`src/logic/ext_irq_timer_pkg.sv`:
```
// Purpose: Shared constants for the external interrupt and timer input block
// Assumes: 20 MHz system clock, plain register port
// Notes:   Offsets are byte-free word indices on the plain port
package ext_irq_timer_pkg;

  localparam int unsigned ADDR_W       = 4;
  localparam int unsigned DATA_W       = 16;
  localparam int unsigned TIMER_W      = 16;
  localparam int unsigned SYNC_STAGES  = 2;

  // Register offsets
  localparam logic [3:0] OFS_CTRL      = 4'h0;
  localparam logic [3:0] OFS_STATUS    = 4'h1;
  localparam logic [3:0] OFS_MASK      = 4'h2;
  localparam logic [3:0] OFS_CNT_A     = 4'h3;
  localparam logic [3:0] OFS_CNT_B     = 4'h4;
  localparam logic [3:0] OFS_FLAGS     = 4'h5;

  // Control register fields
  localparam int unsigned CTL_RUN_A    = 0;
  localparam int unsigned CTL_RUN_B    = 1;
  localparam int unsigned CTL_GATE_A   = 2;
  localparam int unsigned CTL_GATE_B   = 3;
  localparam int unsigned CTL_CNT_A    = 4;
  localparam int unsigned CTL_CNT_B    = 5;
  localparam int unsigned CTL_TYPE_A   = 6;
  localparam int unsigned CTL_TYPE_B   = 7;
  localparam int unsigned CTL_BITS     = 8;

  // Status and mask fields
  localparam int unsigned ST_IRQ_A     = 0;
  localparam int unsigned ST_IRQ_B     = 1;
  localparam int unsigned ST_OVF_A     = 2;
  localparam int unsigned ST_OVF_B     = 3;
  localparam int unsigned ST_BITS      = 4;

  localparam logic [7:0] CTRL_RESET    = 8'h00;
  localparam logic [3:0] MASK_RESET    = 4'h0;

  typedef enum logic [1:0] {
    PWR_RUN  = 2'b00,
    PWR_IDLE = 2'b01,
    PWR_DOWN = 2'b10
  } pwr_mode_e;

endpackage : ext_irq_timer_pkg

```
`src/logic/pin_sync_if.sv`:
```
// Purpose: Carries synchronised pin levels and falling-edge pulses
// Assumes: One clock domain
// Notes:   Producer is pin_sync, consumer is the top
`timescale 1ns/1ps
interface pin_sync_if;
  logic [3:0] level;
  logic [3:0] fall;
  modport producer (output level, output fall);
  modport consumer (input level, input fall);
endinterface : pin_sync_if

```
`src/logic/ext_irq_timer.sv`:
```
// Purpose: External interrupt inputs and timer count inputs, two channels
// Assumes: Pins synchronous-free sources; mode input from the power manager
// Notes:   Status clears on read; set wins over the clear
`timescale 1ns/1ps
module ext_irq_timer #(
  parameter int unsigned TW = ext_irq_timer_pkg::TIMER_W
) (
  input  wire logic                                   mclk_i,
  input  wire logic                                   rstn_i,
  input  wire logic                                   ext_irq_in_a_i,
  input  wire logic                                   ext_irq_in_b_i,
  input  wire logic                                   count_in_a_i,
  input  wire logic                                   count_in_b_i,
  input  wire logic [1:0]                             pwr_mode_i,
  input  wire logic [ext_irq_timer_pkg::ADDR_W-1:0]   addr_i,
  input  wire logic [ext_irq_timer_pkg::DATA_W-1:0]   wdata_i,
  input  wire logic                                   wr_i,
  input  wire logic                                   rd_i,
  output logic      [ext_irq_timer_pkg::DATA_W-1:0]   rdata_o,
  output logic                                        irq_o,
  output logic                                        wake_o
);

  // ---------------------------------------------------------------
  // Pin synchronisers
  // ---------------------------------------------------------------
  pin_sync_if ps ();

  pin_sync u_sync (
    .mclk_i (mclk_i),
    .rstn_i (rstn_i),
    .pins_i ({count_in_b_i, count_in_a_i, ext_irq_in_b_i, ext_irq_in_a_i}),
    .sync   (ps.producer)
  );

  // ---------------------------------------------------------------
  // Register decode
  // ---------------------------------------------------------------
  logic [7:0]    timer_ctrl_reg;
  logic [3:0]    status;
  logic [3:0]    mask;
  logic [1:0]    irq_flag;
  logic [TW-1:0] count_a;
  logic [TW-1:0] count_b;

  wire wr_ctrl = wr_i && (addr_i == ext_irq_timer_pkg::OFS_CTRL);
  wire wr_mask = wr_i && (addr_i == ext_irq_timer_pkg::OFS_MASK);
  wire wr_cnta = wr_i && (addr_i == ext_irq_timer_pkg::OFS_CNT_A);
  wire wr_cntb = wr_i && (addr_i == ext_irq_timer_pkg::OFS_CNT_B);
  wire rd_stat = rd_i && (addr_i == ext_irq_timer_pkg::OFS_STATUS);
  wire rd_flag = rd_i && (addr_i == ext_irq_timer_pkg::OFS_FLAGS);

  wire gate_sel_a = timer_ctrl_reg[ext_irq_timer_pkg::CTL_GATE_A];
  wire gate_sel_b = timer_ctrl_reg[ext_irq_timer_pkg::CTL_GATE_B];
  wire irq_type_a = timer_ctrl_reg[ext_irq_timer_pkg::CTL_TYPE_A];
  wire irq_type_b = timer_ctrl_reg[ext_irq_timer_pkg::CTL_TYPE_B];

  wire pwr_down = (pwr_mode_i == ext_irq_timer_pkg::PWR_DOWN);

  // ---------------------------------------------------------------
  // Interrupt detection (runs in idle and power-down)
  // ---------------------------------------------------------------
  wire det_a = irq_type_a ? ps.fall[0] : ~ps.level[0];
  wire det_b = irq_type_b ? ps.fall[1] : ~ps.level[1];
  wire [1:0] det = {det_b, det_a};

  // ---------------------------------------------------------------
  // Timers
  // ---------------------------------------------------------------
  function automatic logic run_ok(input logic run, input logic gate, input logic pin);
    run_ok = run && (!gate || pin);
  endfunction : run_ok

  function automatic logic step(input logic cnt_mode, input logic fall);
    step = cnt_mode ? fall : 1'b1;
  endfunction : step

  wire en_a = !pwr_down
              && run_ok(timer_ctrl_reg[ext_irq_timer_pkg::CTL_RUN_A], gate_sel_a,
                        ps.level[0])
              && step(timer_ctrl_reg[ext_irq_timer_pkg::CTL_CNT_A], ps.fall[2]);
  wire en_b = !pwr_down
              && run_ok(timer_ctrl_reg[ext_irq_timer_pkg::CTL_RUN_B], gate_sel_b,
                        ps.level[1])
              && step(timer_ctrl_reg[ext_irq_timer_pkg::CTL_CNT_B], ps.fall[3]);

  wire ovf_a = en_a && (&count_a);
  wire ovf_b = en_b && (&count_b);

  wire [3:0] events = {ovf_b, ovf_a, det_b, det_a};

  always_ff @(posedge mclk_i or negedge rstn_i) begin
    if (!rstn_i) begin
      count_a <= '0;
    end else if (wr_cnta) begin
      count_a <= wdata_i[TW-1:0];
    end else if (en_a) begin
      count_a <= count_a + 1'b1;
    end
  end

  always_ff @(posedge mclk_i or negedge rstn_i) begin
    if (!rstn_i) begin
      count_b <= '0;
    end else if (wr_cntb) begin
      count_b <= wdata_i[TW-1:0];
    end else if (en_b) begin
      count_b <= count_b + 1'b1;
    end
  end

  // ---------------------------------------------------------------
  // Control, flags, status
  // ---------------------------------------------------------------
  always_ff @(posedge mclk_i or negedge rstn_i) begin
    if (!rstn_i) begin
      timer_ctrl_reg <= ext_irq_timer_pkg::CTRL_RESET;
      mask           <= ext_irq_timer_pkg::MASK_RESET;
    end else begin
      if (wr_ctrl) begin
        timer_ctrl_reg <= wdata_i[7:0];
      end
      if (wr_mask) begin
        mask <= wdata_i[3:0];
      end
    end
  end

  // Channel flags: clear on read of flag register, set wins
  always_ff @(posedge mclk_i or negedge rstn_i) begin
    if (!rstn_i) begin
      irq_flag <= 2'h0;
    end else begin
      irq_flag <= (rd_flag ? 2'h0 : irq_flag) | det;
    end
  end

  always_ff @(posedge mclk_i or negedge rstn_i) begin
    if (!rstn_i) begin
      status <= 4'h0;
    end else begin
      status <= (rd_stat ? 4'h0 : status) | events;
    end
  end

  // ---------------------------------------------------------------
  // Read data
  // ---------------------------------------------------------------
  logic [15:0] next_rdata;

  always_comb begin
    next_rdata = 16'h0000;
    if (rd_i) begin
      case (addr_i)
        ext_irq_timer_pkg::OFS_CTRL:   next_rdata = {8'h00, timer_ctrl_reg};
        ext_irq_timer_pkg::OFS_STATUS: next_rdata = {12'h000, status};
        ext_irq_timer_pkg::OFS_MASK:   next_rdata = {12'h000, mask};
        ext_irq_timer_pkg::OFS_CNT_A:  next_rdata = 16'(count_a);
        ext_irq_timer_pkg::OFS_CNT_B:  next_rdata = 16'(count_b);
        ext_irq_timer_pkg::OFS_FLAGS:  next_rdata = {14'h0000, irq_flag};
        default:                       next_rdata = 16'h0000;
      endcase
    end
  end

  always_ff @(posedge mclk_i or negedge rstn_i) begin
    if (!rstn_i) begin
      rdata_o <= 16'h0000;
    end else begin
      rdata_o <= next_rdata;
    end
  end

  // Wake request from external interrupts, also while powered down
  always_ff @(posedge mclk_i or negedge rstn_i) begin
    if (!rstn_i) begin
      wake_o <= 1'b0;
      irq_o  <= 1'b0;
    end else begin
      wake_o <= |det;
      irq_o  <= |(((rd_stat ? 4'h0 : status) | events) & mask);
    end
  end

endmodule : ext_irq_timer

```
`src/logic/pin_sync.sv`:
```
// Purpose: Two-flop synchronisers and falling-edge detect for four pins
// Assumes: Pins idle high
// Notes:   Edge logic looks only at the second stage and beyond
`timescale 1ns/1ps
module pin_sync (
  input  wire logic       mclk_i,
  input  wire logic       rstn_i,
  input  wire logic [3:0] pins_i,
  pin_sync_if.producer    sync
);

  logic [3:0] meta;
  logic [3:0] stable;
  logic [3:0] last;

  always_ff @(posedge mclk_i or negedge rstn_i) begin
    if (!rstn_i) begin
      meta   <= 4'hF;
      stable <= 4'hF;
      last   <= 4'hF;
    end else begin
      meta   <= pins_i;
      stable <= meta;
      last   <= stable;
    end
  end

  assign sync.level = stable;
  assign sync.fall  = last & ~stable;

endmodule : pin_sync

```
`config.mk`:
```
export PLATFORM = sky130hd
export DESIGN_NAME = ext_irq_timer
export DESIGN_NICKNAME = d
export VERILOG_FILES = /design/src/logic/ext_irq_timer_pkg.sv /design/src/logic/pin_sync_if.sv /design/src/logic/ext_irq_timer.sv /design/src/logic/pin_sync.sv
export SDC_FILE = /design/constraint.sdc
export NUM_CORES = 1
export LEC_CHECK = 0
export BUFFER_PORTS_ARGS = -buffer_cell sky130_fd_sc_hd__clkbuf_2
export CORE_MARGIN = 1
export CORE_UTILIZATION = 50
export CTS_CLUSTER_SIZE = 12
export DETAILED_ROUTE_END_ITERATION = 10
export PLACE_DENSITY = 0.73
export SETUP_SLACK_MARGIN = 0.5
export SYNTH_ARGS = -nofsm -noshare
export SYNTH_HDL_FRONTEND = slang
export SYNTH_HIERARCHICAL = 1
export SYNTH_SLANG_ARGS = --single-unit
```
`constraint.sdc`:
```
create_clock -name mclk_i -period 3.9 [get_ports mclk_i]
set_clock_uncertainty 0.2 [all_clocks]
set_input_delay 0.195 -clock mclk_i [delete_from_list [all_inputs] [get_ports mclk_i]]
set_output_delay 0.195 -clock mclk_i [all_outputs]
set_load 0.005 [all_outputs]
```
After elaboration in Yosys (flattened, before gate mapping)
Cells that the tools add are included.
- add/subtract/negate cells: 2
- multiplexer cells: 12
- bitwise gates (word level): 7
- equality and inequality tests: 6
- reductions and logical operators: 26
- operators with widths (kind ; count):
    $pmux 16 s6 ; 1
    $mux 16 ; 5
    $add 16x1->16 const B ; 2
    $reduce_and 16->1 ; 2
    $logic_and 1x1->1 ; 14
    $and 4x4->4 ; 2
    $eq 4x2->1 const B ; 2
    $eq 4x3->1 const B ; 2
    $eq 4x1->1 const B ; 1
    $logic_not 4->1 ; 1
    $mux 1 ; 4
    $mux 4 ; 1
    $not 4->4 ; 1
    $or 4x4->4 ; 1
    $reduce_bool 2->1 ; 2
    $reduce_or 4->1 ; 1
    $logic_not 1->1 ; 3
    $eq 2x2->1 const B ; 1
    $logic_or 1x1->1 ; 2
    $mux 2 ; 1
    $not 1->1 ; 2
    $or 2x2->2 ; 1
    $reduce_or 2->1 ; 1
- input bits: 30
- logic and storage cells: 65
- flip-flop bits (word level): 80
- output and inout port bits: 18

Longest topological paths before layout
Gate-level depths: netlist (run 1).
- depth after elaboration: 9
- depth in mapped cells: 8
- gate-level depth less buffers: 6

Cells and area by module
Netlist (run 1), hierarchy kept.
- by module, submodules not included (module ; instances ; cells each ; seq. area each (µm²) ; area an instance (µm²)):
    ext_irq_timer ; 1 ; 338 ; 1701.6 ; 3479.6
    pin_sync ; 1 ; 16 ; 315.3 ; 370.4

Worst setup path after synthesis (run 1)
No wires, ideal clock.
- kind: register to register
- start point: register u_sync.last[3]
- end point: register irq_o
- library setup time: 66 ps
- cell stages (with the launch flop): 7
- path buffers: 0
- slack: 1993 ps
- required time: 3634 ps
- arrival: 1641 ps
- period minus slack after synthesis: 1907 ps
- cell sequence: dfstp_2 > nor2b_4 > nand2b_1 > nand4_2 > nor4_2 > a32o_1 > a221o_1
- longest elaborated chain between the ends: 7
- RTL lines (item ; RTL line ; source):
    start: declaration ; pin_sync.sv:14 ; logic [3:0] last;
    start signal: assignment ; pin_sync.sv:24 ; last <= stable;
    $and 4x4->4 ; pin_sync.sv:29 ; assign sync.fall = last & ~stable;
    via ps.fall[3] ; pin_sync_if.sv:7 ; logic [3:0] fall;
    $mux 1 ; ext_irq_timer.sv:75 ; step = cnt_mode ? fall : 1'b1;
    $logic_and 1x1->1 ; ext_irq_timer.sv:85 ; && step(timer_ctrl_reg[ext_irq_timer_pkg::CTL_CNT_B], ps.fall[3]);
    $logic_and 1x1->1 ; ext_irq_timer.sv:88 ; wire ovf_b = en_b && (&count_b);
    $or 4x4->4 ; ext_irq_timer.sv:181 ; irq_o <= |(((rd_stat ? 4'h0 : status) | events) & mask);
    $and 4x4->4 ; ext_irq_timer.sv:181 ;
    $reduce_or 4->1 ; ext_irq_timer.sv:181 ;
    end signal: assignment ; ext_irq_timer.sv:181 ;
    end: declaration ; ext_irq_timer.sv:20 ; output logic irq_o,
The timed path passes the listed nets, and every way through them passes these cells.
A chain may end at the register's enable or synchronous reset.

Final worst setup path (run 1)
- start point: input addr_i[3] (netlist name)
- end point: register count_b[11]
- longest elaborated chain between the ends: 3
- elaborated cells between the ends (all ways): 4
- those cells by class: 1 x eq/ne; 1 x mux; 2 x reduce/logical
- RTL lines (item ; RTL line ; source):
    start: declaration ; ext_irq_timer.sv:15 ; input wire logic [ext_irq_timer_pkg::ADDR_W-1:0] addr_i,
    $eq 4x3->1 (*) ; ext_irq_timer.sv:49 ; wire wr_cntb = wr_i && (addr_i == ext_irq_timer_pkg::OFS_CNT_B);
    $logic_and 1x1->1 (*) ; ext_irq_timer.sv:49 ;
    $mux 16 or $reduce_bool 2->1 (tied branches) ; n/a ;
    end signal: assignment ; ext_irq_timer.sv:106 ; count_b <= wdata_i[TW-1:0];
    end signal: assignment ; ext_irq_timer.sv:108 ; count_b <= count_b + 1'b1;
    end: declaration ; ext_irq_timer.sv:44 ; logic [TW-1:0] count_b;
Every way passes the cells marked *; elsewhere a longest branch is shown, timed or not.

==> results of run 1 <==
## stage by stage
step / util (%) / setup WS, ns / hold WS (ns)
after floorplan: - / 1.99 / -0.301
after global placement: 56.6 / 1.33 / 0.0829
after detailed placement: 56.6 / 1.21 / 0.0842
after CTS: 62.3 / 1.58 / 0.0806
after global routing: 62.3 / 1.32 / 0.122
final: 62.3 / 1.53 / 0.0914
## cell type report
type                    instances  share of cell area, %
inverters                       5                  0.411
repair buffers                 70                   10.1
multi-input cells             252                   38.0
clock inverters                 3                  0.383
flip-flops and latches         80                   44.1
clock buffers                  13                   4.19
well taps                      99                   2.71
## logic make-up (layout without fill, tap and decap cells)
| kind of cell | Yosys count | in the layout |
|---|---|---|
| AO/OA/AOI/OAI | 66 | 66 |
| XOR/XNOR | 30 | 30 |
| adder cells (fa/ha/maj) | 2 | 2 |
| buffers and inverters | 22 | 91 |
| flip-flops | 80 | 80 |
| multiplexers | 16 | 16 |
| AND/OR/NAND/NOR | 138 | 138 |
## worst min-delay path, cell delays in order
cell and delay, ns:
clkbuf_2 0.21, or3_1 0.14, a21oi_1 0.06
## worst max-delay path by stage
stage	startpoint	endpoint	slack, ns	depth (start not counted)
after floorplan	u_sync/last[3]$_DFF_PN1_	irq_o$_DFF_PN0_	1.99	6
after detailed placement	addr_i[3]	count_b[11]$_DFFE_PN0P_	1.21	5
after global routing	addr_i[3]	count_b[15]$_DFFE_PN0P_	1.32	5
after global placement	addr_i[3]	count_b[15]$_DFFE_PN0P_	1.33	5
final	addr_i[3]	count_b[11]$_DFFE_PN0P_	1.53	5
after CTS	addr_i[3]	count_b[11]$_DFFE_PN0P_	1.58	5
## cells in the final DEF, fill, tap and decap left out, drive strengths merged
| master | count |
|---|---|
| mux2 | 15 |
| nor2 | 34 |
| or2 | 1 |
| clkbuf | 59 |
| mux2i | 1 |
| xnor2 | 24 |
| dfrtp | 68 |
| nor3 | 9 |
| ha | 2 |
| dlygate4sd3 | 21 |
| a21oi | 19 |
| nand4 | 6 |
| xor2 | 6 |
| nor4 | 13 |
| nand3b | 1 |
| nor2b | 4 |
| and3 | 2 |
| a22o | 1 |
| a32o | 2 |
| a31oi | 1 |
| nand2b | 4 |
| nor3b | 1 |
| o21ai | 19 |
| inv | 7 |
| clkinv | 1 |
| and2 | 1 |
| a222oi | 8 |
| a21o | 4 |
| a221o | 1 |
| nor4b | 2 |
| and4 | 3 |
| and2b | 1 |
| or3 | 4 |
| nor4bb | 1 |
| a22oi | 10 |
| dfstp | 12 |
| o2111ai | 1 |
| nand3 | 12 |
| nand2 | 39 |
| buf | 3 |
## power breakdown
part           switching (mW)  internal (mW)
combinational           0.235          0.230
sequential              0.221          0.994
clock                   0.295          0.326
## timing repair
action,in CTS,in global routing
hold buffers,21,0
buffers inserted,0,0
hold endpoints to repair,116,0
## layer usage
metal  up-vias  global-route usage, %
li1       1404                      -
met1      1437                   32.0
met2       121                   35.4
met3        18                   5.33
met4         0                   9.56
met5         -                      0
==> impl_metrics.py, run 1 <==
metrics = {
    "status": {
        "outcome": "completed",
    },
    "global_routing": {
        "grt_pass1_wl_um": 14500,
        "grt_pass1_vias": 2863,
        "grt_use_total_pct": 23.2,
        "grt_start_max_net_pins": 81,
        "antenna_found_initial": 0,
        "overflow": 0,
    },
    "clocking": {
        "cts_resized": 0,
        "clock_latency_ns": 0.36,
        "cts_tree": "done",
        "clock_path_buffers": 2,
        "root_buffer": "clkbuf_8",
        "cts.htree.levels": 3,
        "cts_made_buffers": 9,
        "cts_sinks": 80,
        "cts.clk_slew.worst_paths_ns": 0.08,
    },
    "synth": {
        "synth_mux_area_share_pct": 4.65,
        "yosysTopAreaCell": "dfrtp_1",
        "netlist_area_um2": 3850,
        "async_reset_ff_share_pct": 100,
        "synth_adder_area_share_pct": 0.650,
        "yosys.area_share.xor_xnor_pct": 6.82,
        "synth_edf_count": 0,
        "ys_top_cells_by_count": "dfrtp_1, nand2_1, nor2_1",
        "yosysWarningCount": 6,
        "synth.most_common_cell": "dfrtp_1",
        "ys_seq_area_share_pct": 52.4,
        "synth.top_cell.area_share_pct": 44.2,
        "synth_seq_cells": 80,
        "netlist_instances": 354,
        "ys.flop_type": "dfrtp_1",
        "ys_top_cells_by_area": "dfrtp_1, dfstp_2, xnor2_1, mux2_2, nand2_1",
        "synth-compound-area-share_pct": 11.7,
        "synth.avg_cell_area_um2": 10.9,
        "syn-num-nets": 386,
        "ys_types": 48,
        "synth_simple_gate_area_share_pct": 21.2,
        "synth_top_family_by_area": "simple AND/OR/NAND/NOR gates",
    },
    "placement": {
        "port_buffers": 47,
        "placed_area_um2": 4150,
        "place_hpwl_um": 5910,
        "dp_cells": 485,
        "place_congestion": 0.834,
    },
    "power_and_ir_drop": {
        "ir_worst_vdd_mv": 0.213,
        "p_leak_nw": 1.85,
        "total_power_mw": 2.30,
        "pwr_density_cell_nw_per_um2": 504,
    },
    "timing": {
        "tns_ns": 0,
        "final_hold_viol_count": 0,
        "max_slew_margin_pct": 34.6,
        "finalSetupViolations": 0,
        "drv_slew": 0,
        "fin_crit_sh_pct": 60.7,
        "rsz0062_at_grt": "no",
        "tightest_slew_ns": 0.981,
        "fmaxAchievable_mhz": 423,
        "min_period_ns": 2.37,
    },
    "finish": {
        "seq_area_um2": 2020,
        "drive_gt1_share_pct": 26.5,
        "instances_no_fill": 522,
        "multi_input_area_um2": 1740,
        "num-fill-cells": 609,
        "final_nets": 450,
        "final_area_um2": 4570,
        "reg_top3": "count_a: 16 flops, count_b: 16 flops, rdata_o: 16 flops",
        "diodes": 0,
        "area_growth_pct": 18.7,
    },
    "floorplanning": {
        "die-area_um2": 8060,
        "die_x_um": 89.8,
        "die_h_um": 89.8,
        "core.rowCount": 31,
        "core-area_um2": 7330,
        "io_pins": 48,
        "start_util_pct": 52.5,
    },
    "detailed_routing": {
        "drtPass1Iterations": 5,
        "route.vias.total": 2980,
        "drc": 0,
        "wl_met2_um": 4040,
        "wl_met1_um": 3860,
        "drtIter0Drc": 309,
        "routed-wl-met3_um": 572,
        "highest_layer": "met4",
        "ant_nets": 0,
        "wl_per_cell_um": 16.6,
        "finalWirelength_um": 8650,
        "viasPerCell": 5.71,
    },
    "critical_path": {
        "crit_arrival_ns": 2.35,
        "worstPathRequired_ns": 3.89,
        "slowest_delay_ns": 0.79,
        "cp_slowest_cell": "nor4b_4",
        "crit_type": "in2reg",
        "critical_path.top_delay_family": "simple AND/OR/NAND/NOR gates",
        "start_kind": "primary input",
        "crit_path_cell_trace": "clkbuf_2 -> nor4b_4 -> nand2_1 -> nor2_1 -> a21oi_1",
        "r2r-end": "irq_o$_DFF_PN0_",
        "r2r_start": "u_sync/last[2]$_DFF_PN1_",
        "cp_max_fo": 32,
        "r2r_cells": 6,
        "cp_num_buf_inv": 1,
        "reg2reg_setup_slack_ns": 1.56,
        "end_kind": "register",
    },
    "worst_hold_path": {
        "min_delay_path_depth": 3,
        "hold_end": "rdata_o[1]$_DFF_PN0_",
        "min_path_type": "in2reg",
        "hold_start": "addr_i[1]",
    },
    "job": {
        "cap_viol_max_count": 0,
    },
}
No activity file was read; power rests on OpenSTA's default activity.
==> run 2: changes to the inputs <==
- PLACE_DENSITY: 0.73 -> 0.76
- clock period: 3.9 -> 2.15 ns (I/O delays scaled with it)
==> run 2 against run 1 <==
Against the previous run: non-clock buffer count is 29 higher; flip-flop and latch count stayed put; register-to-register slack worse by 1.4 ns; worst hold slack worse by 0.069 ns; count of clock-buffer cells in the layout is 3 lower; design area is 13% higher; first-iteration DRC count is 62% higher.
==> impl_metrics.py, run 2 (synthesis gave the netlist of run 1 again) <==
metrics = {
    "status": {
        "outcome": "completed",
    },
    "placement": {
        "dp_cells": 493,
        "dp_slack_ns": -0.00545,
        "place_hpwl_um": 6370,
        "port_buffers": 47,
        "place_congestion": 0.859,
    },
    "global_routing": {
        "antenna_found_initial": 0,
        "grt_start_max_net_pins": 52,
        "overflow": 0,
        "grt_use_total_pct": 26.4,
        "grt_pass1_wl_um": 16300,
        "grt_pass1_vias": 3122,
    },
    "timing": {
        "fin_crit_sh_pct": 92.1,
        "fin_ws_ns": 0.170,
        "fmaxAchievable_mhz": 505,
        "max_slew_margin_pct": 58.4,
        "rsz0062_at_grt": "yes",
        "min_period_ns": 1.98,
        "tightest_slew_ns": 0.623,
        "drv_slew": 0,
        "final_hold_viol_count": 0,
        "finalSetupViolations": 0,
        "worst_hold_slack_ns": 0.0226,
    },
    "finish": {
        "final_nets": 480,
        "num-fill-cells": 494,
        "diodes": 0,
        "drive_gt1_share_pct": 40.0,
        "area_growth_pct": 34.2,
        "layout_commonest_cell": "dfrtp_1",
        "reg_top3": "count_a: 16 flops, count_b: 16 flops, rdata_o: 16 flops",
        "instances_no_fill": 552,
        "final_cell_mix": "dfrtp_1, clkbuf_2, nand2_1",
    },
    "floorplanning": {
        "core.rowCount": 31,
        "die_h_um": 89.8,
        "die_x_um": 89.8,
        "core-area_um2": 7330,
        "start_util_pct": 52.5,
        "die-area_um2": 8060,
        "io_pins": 48,
    },
    "clocking": {
        "root_buffer": "clkbuf_8",
        "cts_made_buffers": 9,
        "cts_sinks": 80,
        "cts.clk_slew.worst_paths_ns": 0.09,
        "clock_latency_ns": 0.36,
        "clock_path_buffers": 2,
        "cts.htree.levels": 3,
        "cts_tree": "done",
    },
    "power_and_ir_drop": {
        "p_comb_share_pct": 29.9,
        "pwr-share-clk_pct": 23.7,
        "pwr_density_cell_nw_per_um2": 916,
        "swShare_pct": 37.3,
        "power_frac_seq_pct": 46.4,
        "p_leak_nw": 2.21,
        "p_int_mw": 2.97,
        "p_switching_mw": 1.76,
        "ir_worst_vdd_mv": 0.508,
    },
    "critical_path": {
        "worstPathRequired_ns": 2.19,
        "crit_arrival_ns": 2.02,
        "cp_max_fo": 5,
        "start_kind": "register",
        "crit_type": "reg2reg",
        "end_kind": "register",
    },
    "job": {
        "cap_viol_max_count": 0,
    },
    "detailed_routing": {
        "wl_per_cell_um": 19.3,
        "finalWirelength_um": 10700,
        "route.vias.total": 3304,
        "drtIter0Drc": 501,
        "drtPass1Iterations": 8,
        "ant_nets": 0,
        "viasPerCell": 5.99,
        "drc": 0,
    },
    "worst_hold_path": {
        "min_path_type": "in2async",
    },
}
[run 2: changes by cell type in the layout (fill, tap and decap cells not counted), moves of 5 or more]
cell and delta:
nor3_1 -5, nor3_4 +5, o21ai_0 -8, dfrtp_1 -5, buf_4 +20, buf_6 +7, nor4_1 -9, o21ai_1 +8
dfrtp_2 +5, nor4_4 +10
[run 2: cell type report]
type | instances | area (um2) | share of cell area [%]
clock buffers | 10 | 149 | 2.88
clock inverters | 6 | 55.1 | 1.07
inverters | 5 | 18.8 | 0.363
multi-input cells | 253 | 2060 | 40.0
flip-flops and latches | 80 | 2020 | 39.2
well taps | 99 | 124 | 2.40
repair buffers | 99 | 732 | 14.2
[run 2: critical path, stage by stage (launching register included)]
cell	delay [ns]
dfstp_2	0.53
nor2b_4	0.12
nand2b_4	0.15
o2111ai_4	0.21
buf_6	0.23
nor4_4	0.16
xnor2_1	0.17
o21ai_1	0.10
[run 2: final timing paths]
path / startpoint / end / slack (ns) / cells past startpoint
max in group asynchronous: rstn_i / u_sync/last[2]$_DFF_PN1_ / 1.11 / 3
min reg2reg: u_sync/meta[2]$_DFF_PN1_ / u_sync/sync.level[2]$_DFF_PN1_ / 0.16 / 0
min: rstn_i / timer_ctrl_reg[0]$_DFFE_PN0P_ / 0.02 / 2
max: u_sync/last[2]$_DFF_PN1_ / count_a[15]$_DFFE_PN0P_ / 0.17 / 7
max reg2reg: u_sync/last[2]$_DFF_PN1_ / count_a[15]$_DFFE_PN0P_ / 0.17 / 7
min in group mclk_i: addr_i[1] / rdata_o[0]$_DFF_PN0_ / 0.02 / 3
[run 2: power groups by stage]
stage | clock [mW] | sequential [mW] | combinational (mW)
final | 1.12 | 2.20 | 1.42
after global routing | 1.19 | 2.23 | 1.50
after CTS | 1.14 | 2.15 | 1.22
after detailed placement | 0 | 2.22 | 0.929
after global placement | 0 | 2.20 | 0.893
after floorplan | 0 | 2.11 | 0.690
[run 2: per-stage QoR]
step                total power [mW]  utilization (%)  setup TNS [ns]  area [um2]
finish                          4.73             70.5               0        5170
floorplan                       2.80                -               0        3970
global route                    4.92             70.5               0        5170
global placement                3.09             59.0               0        4320
detailed placement              3.15             59.0        -0.00545        4320
CTS                             4.51             67.7               0        4970
[run 2: routing by layer]
layer / GRT usage (%) / share of wire, % / vias up
met5: 0 / 0 / -
li1: - / - / 1465
met2: 40.9 / 47 / 199
met3: 4.57 / 8.3 / 42
met1: 35.6 / 40 / 1598
met4: 13.8 / 4.3 / 0
[run 2: repair_timing]
item	CTS	global route
resized for setup	19	33
pin swaps	21	26
endpoints found under the setup margin	35	35
hold buffers	21	0
endpoints found under the hold margin	127	0
buffers inserted	14	7
cloned	1	0
==> run 3: changes to the inputs <==
- CORE_ASPECT_RATIO: unset -> 1.5
- GPL_TIMING_DRIVEN: unset -> 0
==> run 3 against run 2 <==
Against the previous run: highest routed layer unchanged; count of clock-buffer cells in the layout up 3; clock power about the same; power up 0.64%; maximum frequency shrank 3.6%; worst hold slack worse by 0.016 ns; combinational power about the same; routed wire length increased by 2.1%; core utilization up 1.6 points; first-iteration DRC count fell by 35%.
==> impl_metrics.py, run 3 (synthesis gave the netlist of run 1 again) <==
metrics = {
    "status": {
        "outcome": "completed",
    },
    "clocking": {
        "root_buffer": "clkbuf_8",
        "clock_latency_ns": 0.36,
        "cts_sinks": 80,
        "cts_made_buffers": 9,
        "cts_tree": "done",
        "cts.htree.levels": 3,
        "cts.clk_slew.worst_paths_ns": 0.08,
        "clock_path_buffers": 2,
    },
    "floorplanning": {
        "die_h_um": 109,
        "core.rowCount": 38,
        "core-area_um2": 7320,
        "die-area_um2": 8060,
        "io_pins": 48,
        "die_x_um": 73.6,
        "start_util_pct": 52.6,
    },
    "detailed_routing": {
        "viasPerCell": 5.85,
        "drtPass1Iterations": 6,
        "ant_nets": 0,
        "finalWirelength_um": 10900,
        "route.vias.total": 3293,
        "drtIter0Drc": 327,
        "drc": 0,
        "wl_per_cell_um": 19.3,
    },
    "timing": {
        "fmaxAchievable_mhz": 487,
        "min_period_ns": 2.05,
        "drv_slew": 0,
        "max_slew_margin_pct": 60.5,
        "final_hold_viol_count": 0,
        "tns_ns": 0,
        "fin_crit_sh_pct": 95.5,
        "tightest_slew_ns": 0.592,
        "finalSetupViolations": 0,
        "rsz0062_at_grt": "yes",
    },
    "finish": {
        "final_area_um2": 5280,
        "area_growth_pct": 37.1,
        "layout_commonest_cell": "dfrtp_1",
        "drive_gt1_share_pct": 38.2,
        "multi_input_area_um2": 2050,
        "final_nets": 490,
        "seq_area_um2": 2020,
        "instances_no_fill": 563,
        "diodes": 0,
        "num-fill-cells": 523,
        "final_cell_mix": "dfrtp_1, clkbuf_2, nand2_1",
        "reg_top3": "count_a: 16 flops, count_b: 16 flops, rdata_o: 16 flops",
        "final_core_util_pct": 72.1,
    },
    "critical_path": {
        "cp_max_fo": 5,
        "crit_type": "reg2reg",
        "worstPathRequired_ns": 2.19,
        "cp_num_buf_inv": 2,
        "end_kind": "register",
        "start_kind": "register",
        "slowest_delay_ns": 0.52,
        "crit_path_cell_trace": "nor2b_4 -> nand2b_4 -> o2111ai_4 -> buf_4 -> buf_16 -> nor2_4 -> xnor2_1 -> o21ai_1",
        "crit_arrival_ns": 2.09,
        "reg2reg_setup_slack_ns": 0.1,
        "r2r_cells": 8,
        "critical_path.top_delay_family": "flip-flops",
        "cp-startpoint": "u_sync/last[2]$_DFF_PN1_",
        "r2r-end": "count_a[2]$_DFFE_PN0P_",
        "cp_slowest_cell": "dfstp_2",
        "r2r_start": "u_sync/last[2]$_DFF_PN1_",
    },
    "placement": {
        "place_congestion": 0.856,
        "dp_cells": 499,
        "port_buffers": 44,
        "placed_area_um2": 4340,
        "place_hpwl_um": 6620,
    },
    "worst_hold_path": {
        "min_path_type": "in2async",
    },
    "power_and_ir_drop": {
        "pwr_density_cell_nw_per_um2": 903,
        "p_leak_nw": 2.27,
        "ir_worst_vdd_mv": 0.506,
        "total_power_mw": 4.76,
    },
    "global_routing": {
        "overflow": 0,
        "antenna_found_initial": 0,
        "grt_pass1_vias": 3317,
        "grt_pass1_wl_um": 16800,
        "grt_start_max_net_pins": 62,
        "grt_use_total_pct": 28.8,
    },
    "job": {
        "cap_viol_max_count": 0,
    },
}
run 3: layout make-up:
class	count	area share, %
multi-input combinational	253	38.8
sequential	80	38.3
timing repair buffer	92	14.3
clock buffer	13	3.01
tap	100	2.37
buffer	17	1.97
clock inverter	3	0.758
inverter	5	0.403
run 3: repair_timing:
item / 4_1_cts / 5_1_grt
gates resized for setup: 36 / 17
buffers inserted: 12 / 8
endpoints found under the setup margin: 34 / 35
hold buffers: 25 / 0
cloned: 2 / 1
pin swaps: 24 / 13
endpoints found under the hold margin: 132 / 0
run 3: power by group:
group          total [mW]  internal [mW]  switching [mW]
Combinational        1.42          0.669           0.749
Clock                1.12          0.597           0.526
Sequential           2.22           1.81           0.413
run 3: worst max-delay path by stage:
stage	to	slack, ns	cells past startpoint
final	count_a[2]$_DFFE_PN0P_	0.1	8
after global routing	count_a[5]$_DFFE_PN0P_	0.03	8
after CTS	count_a[15]$_DFFE_PN0P_	0.15	7
after detailed placement	irq_o$_DFF_PN0_	0.06	6
after global placement	rdata_o[12]$_DFF_PN0_	0.05	1
after floorplan	count_a[13]$_DFFE_PN0P_	0.37	6
run 3: per-layer routing:
metal,track usage [%],part of all wire (%),routed length [um]
met4,20.1,5.7,626
met5,0,0,0
met2,46.5,51,5540
met1,34.3,38,4170
met3,5.32,5.1,557
run 3: through the flow:
| step | setup WS, ns | hold slack [ns] |
|---|---|---|
| 6_report | 0.0976 | 0.00624 |
| 3_3_place_gp | 0.0514 | -0.00499 |
| 4_1_cts | 0.152 | 0.00402 |
| 3_5_place_dp | 0.0558 | -0.154 |
| 5_1_grt | 0.0269 | 0.0266 |
| 2_1_floorplan | 0.368 | -0.388 |
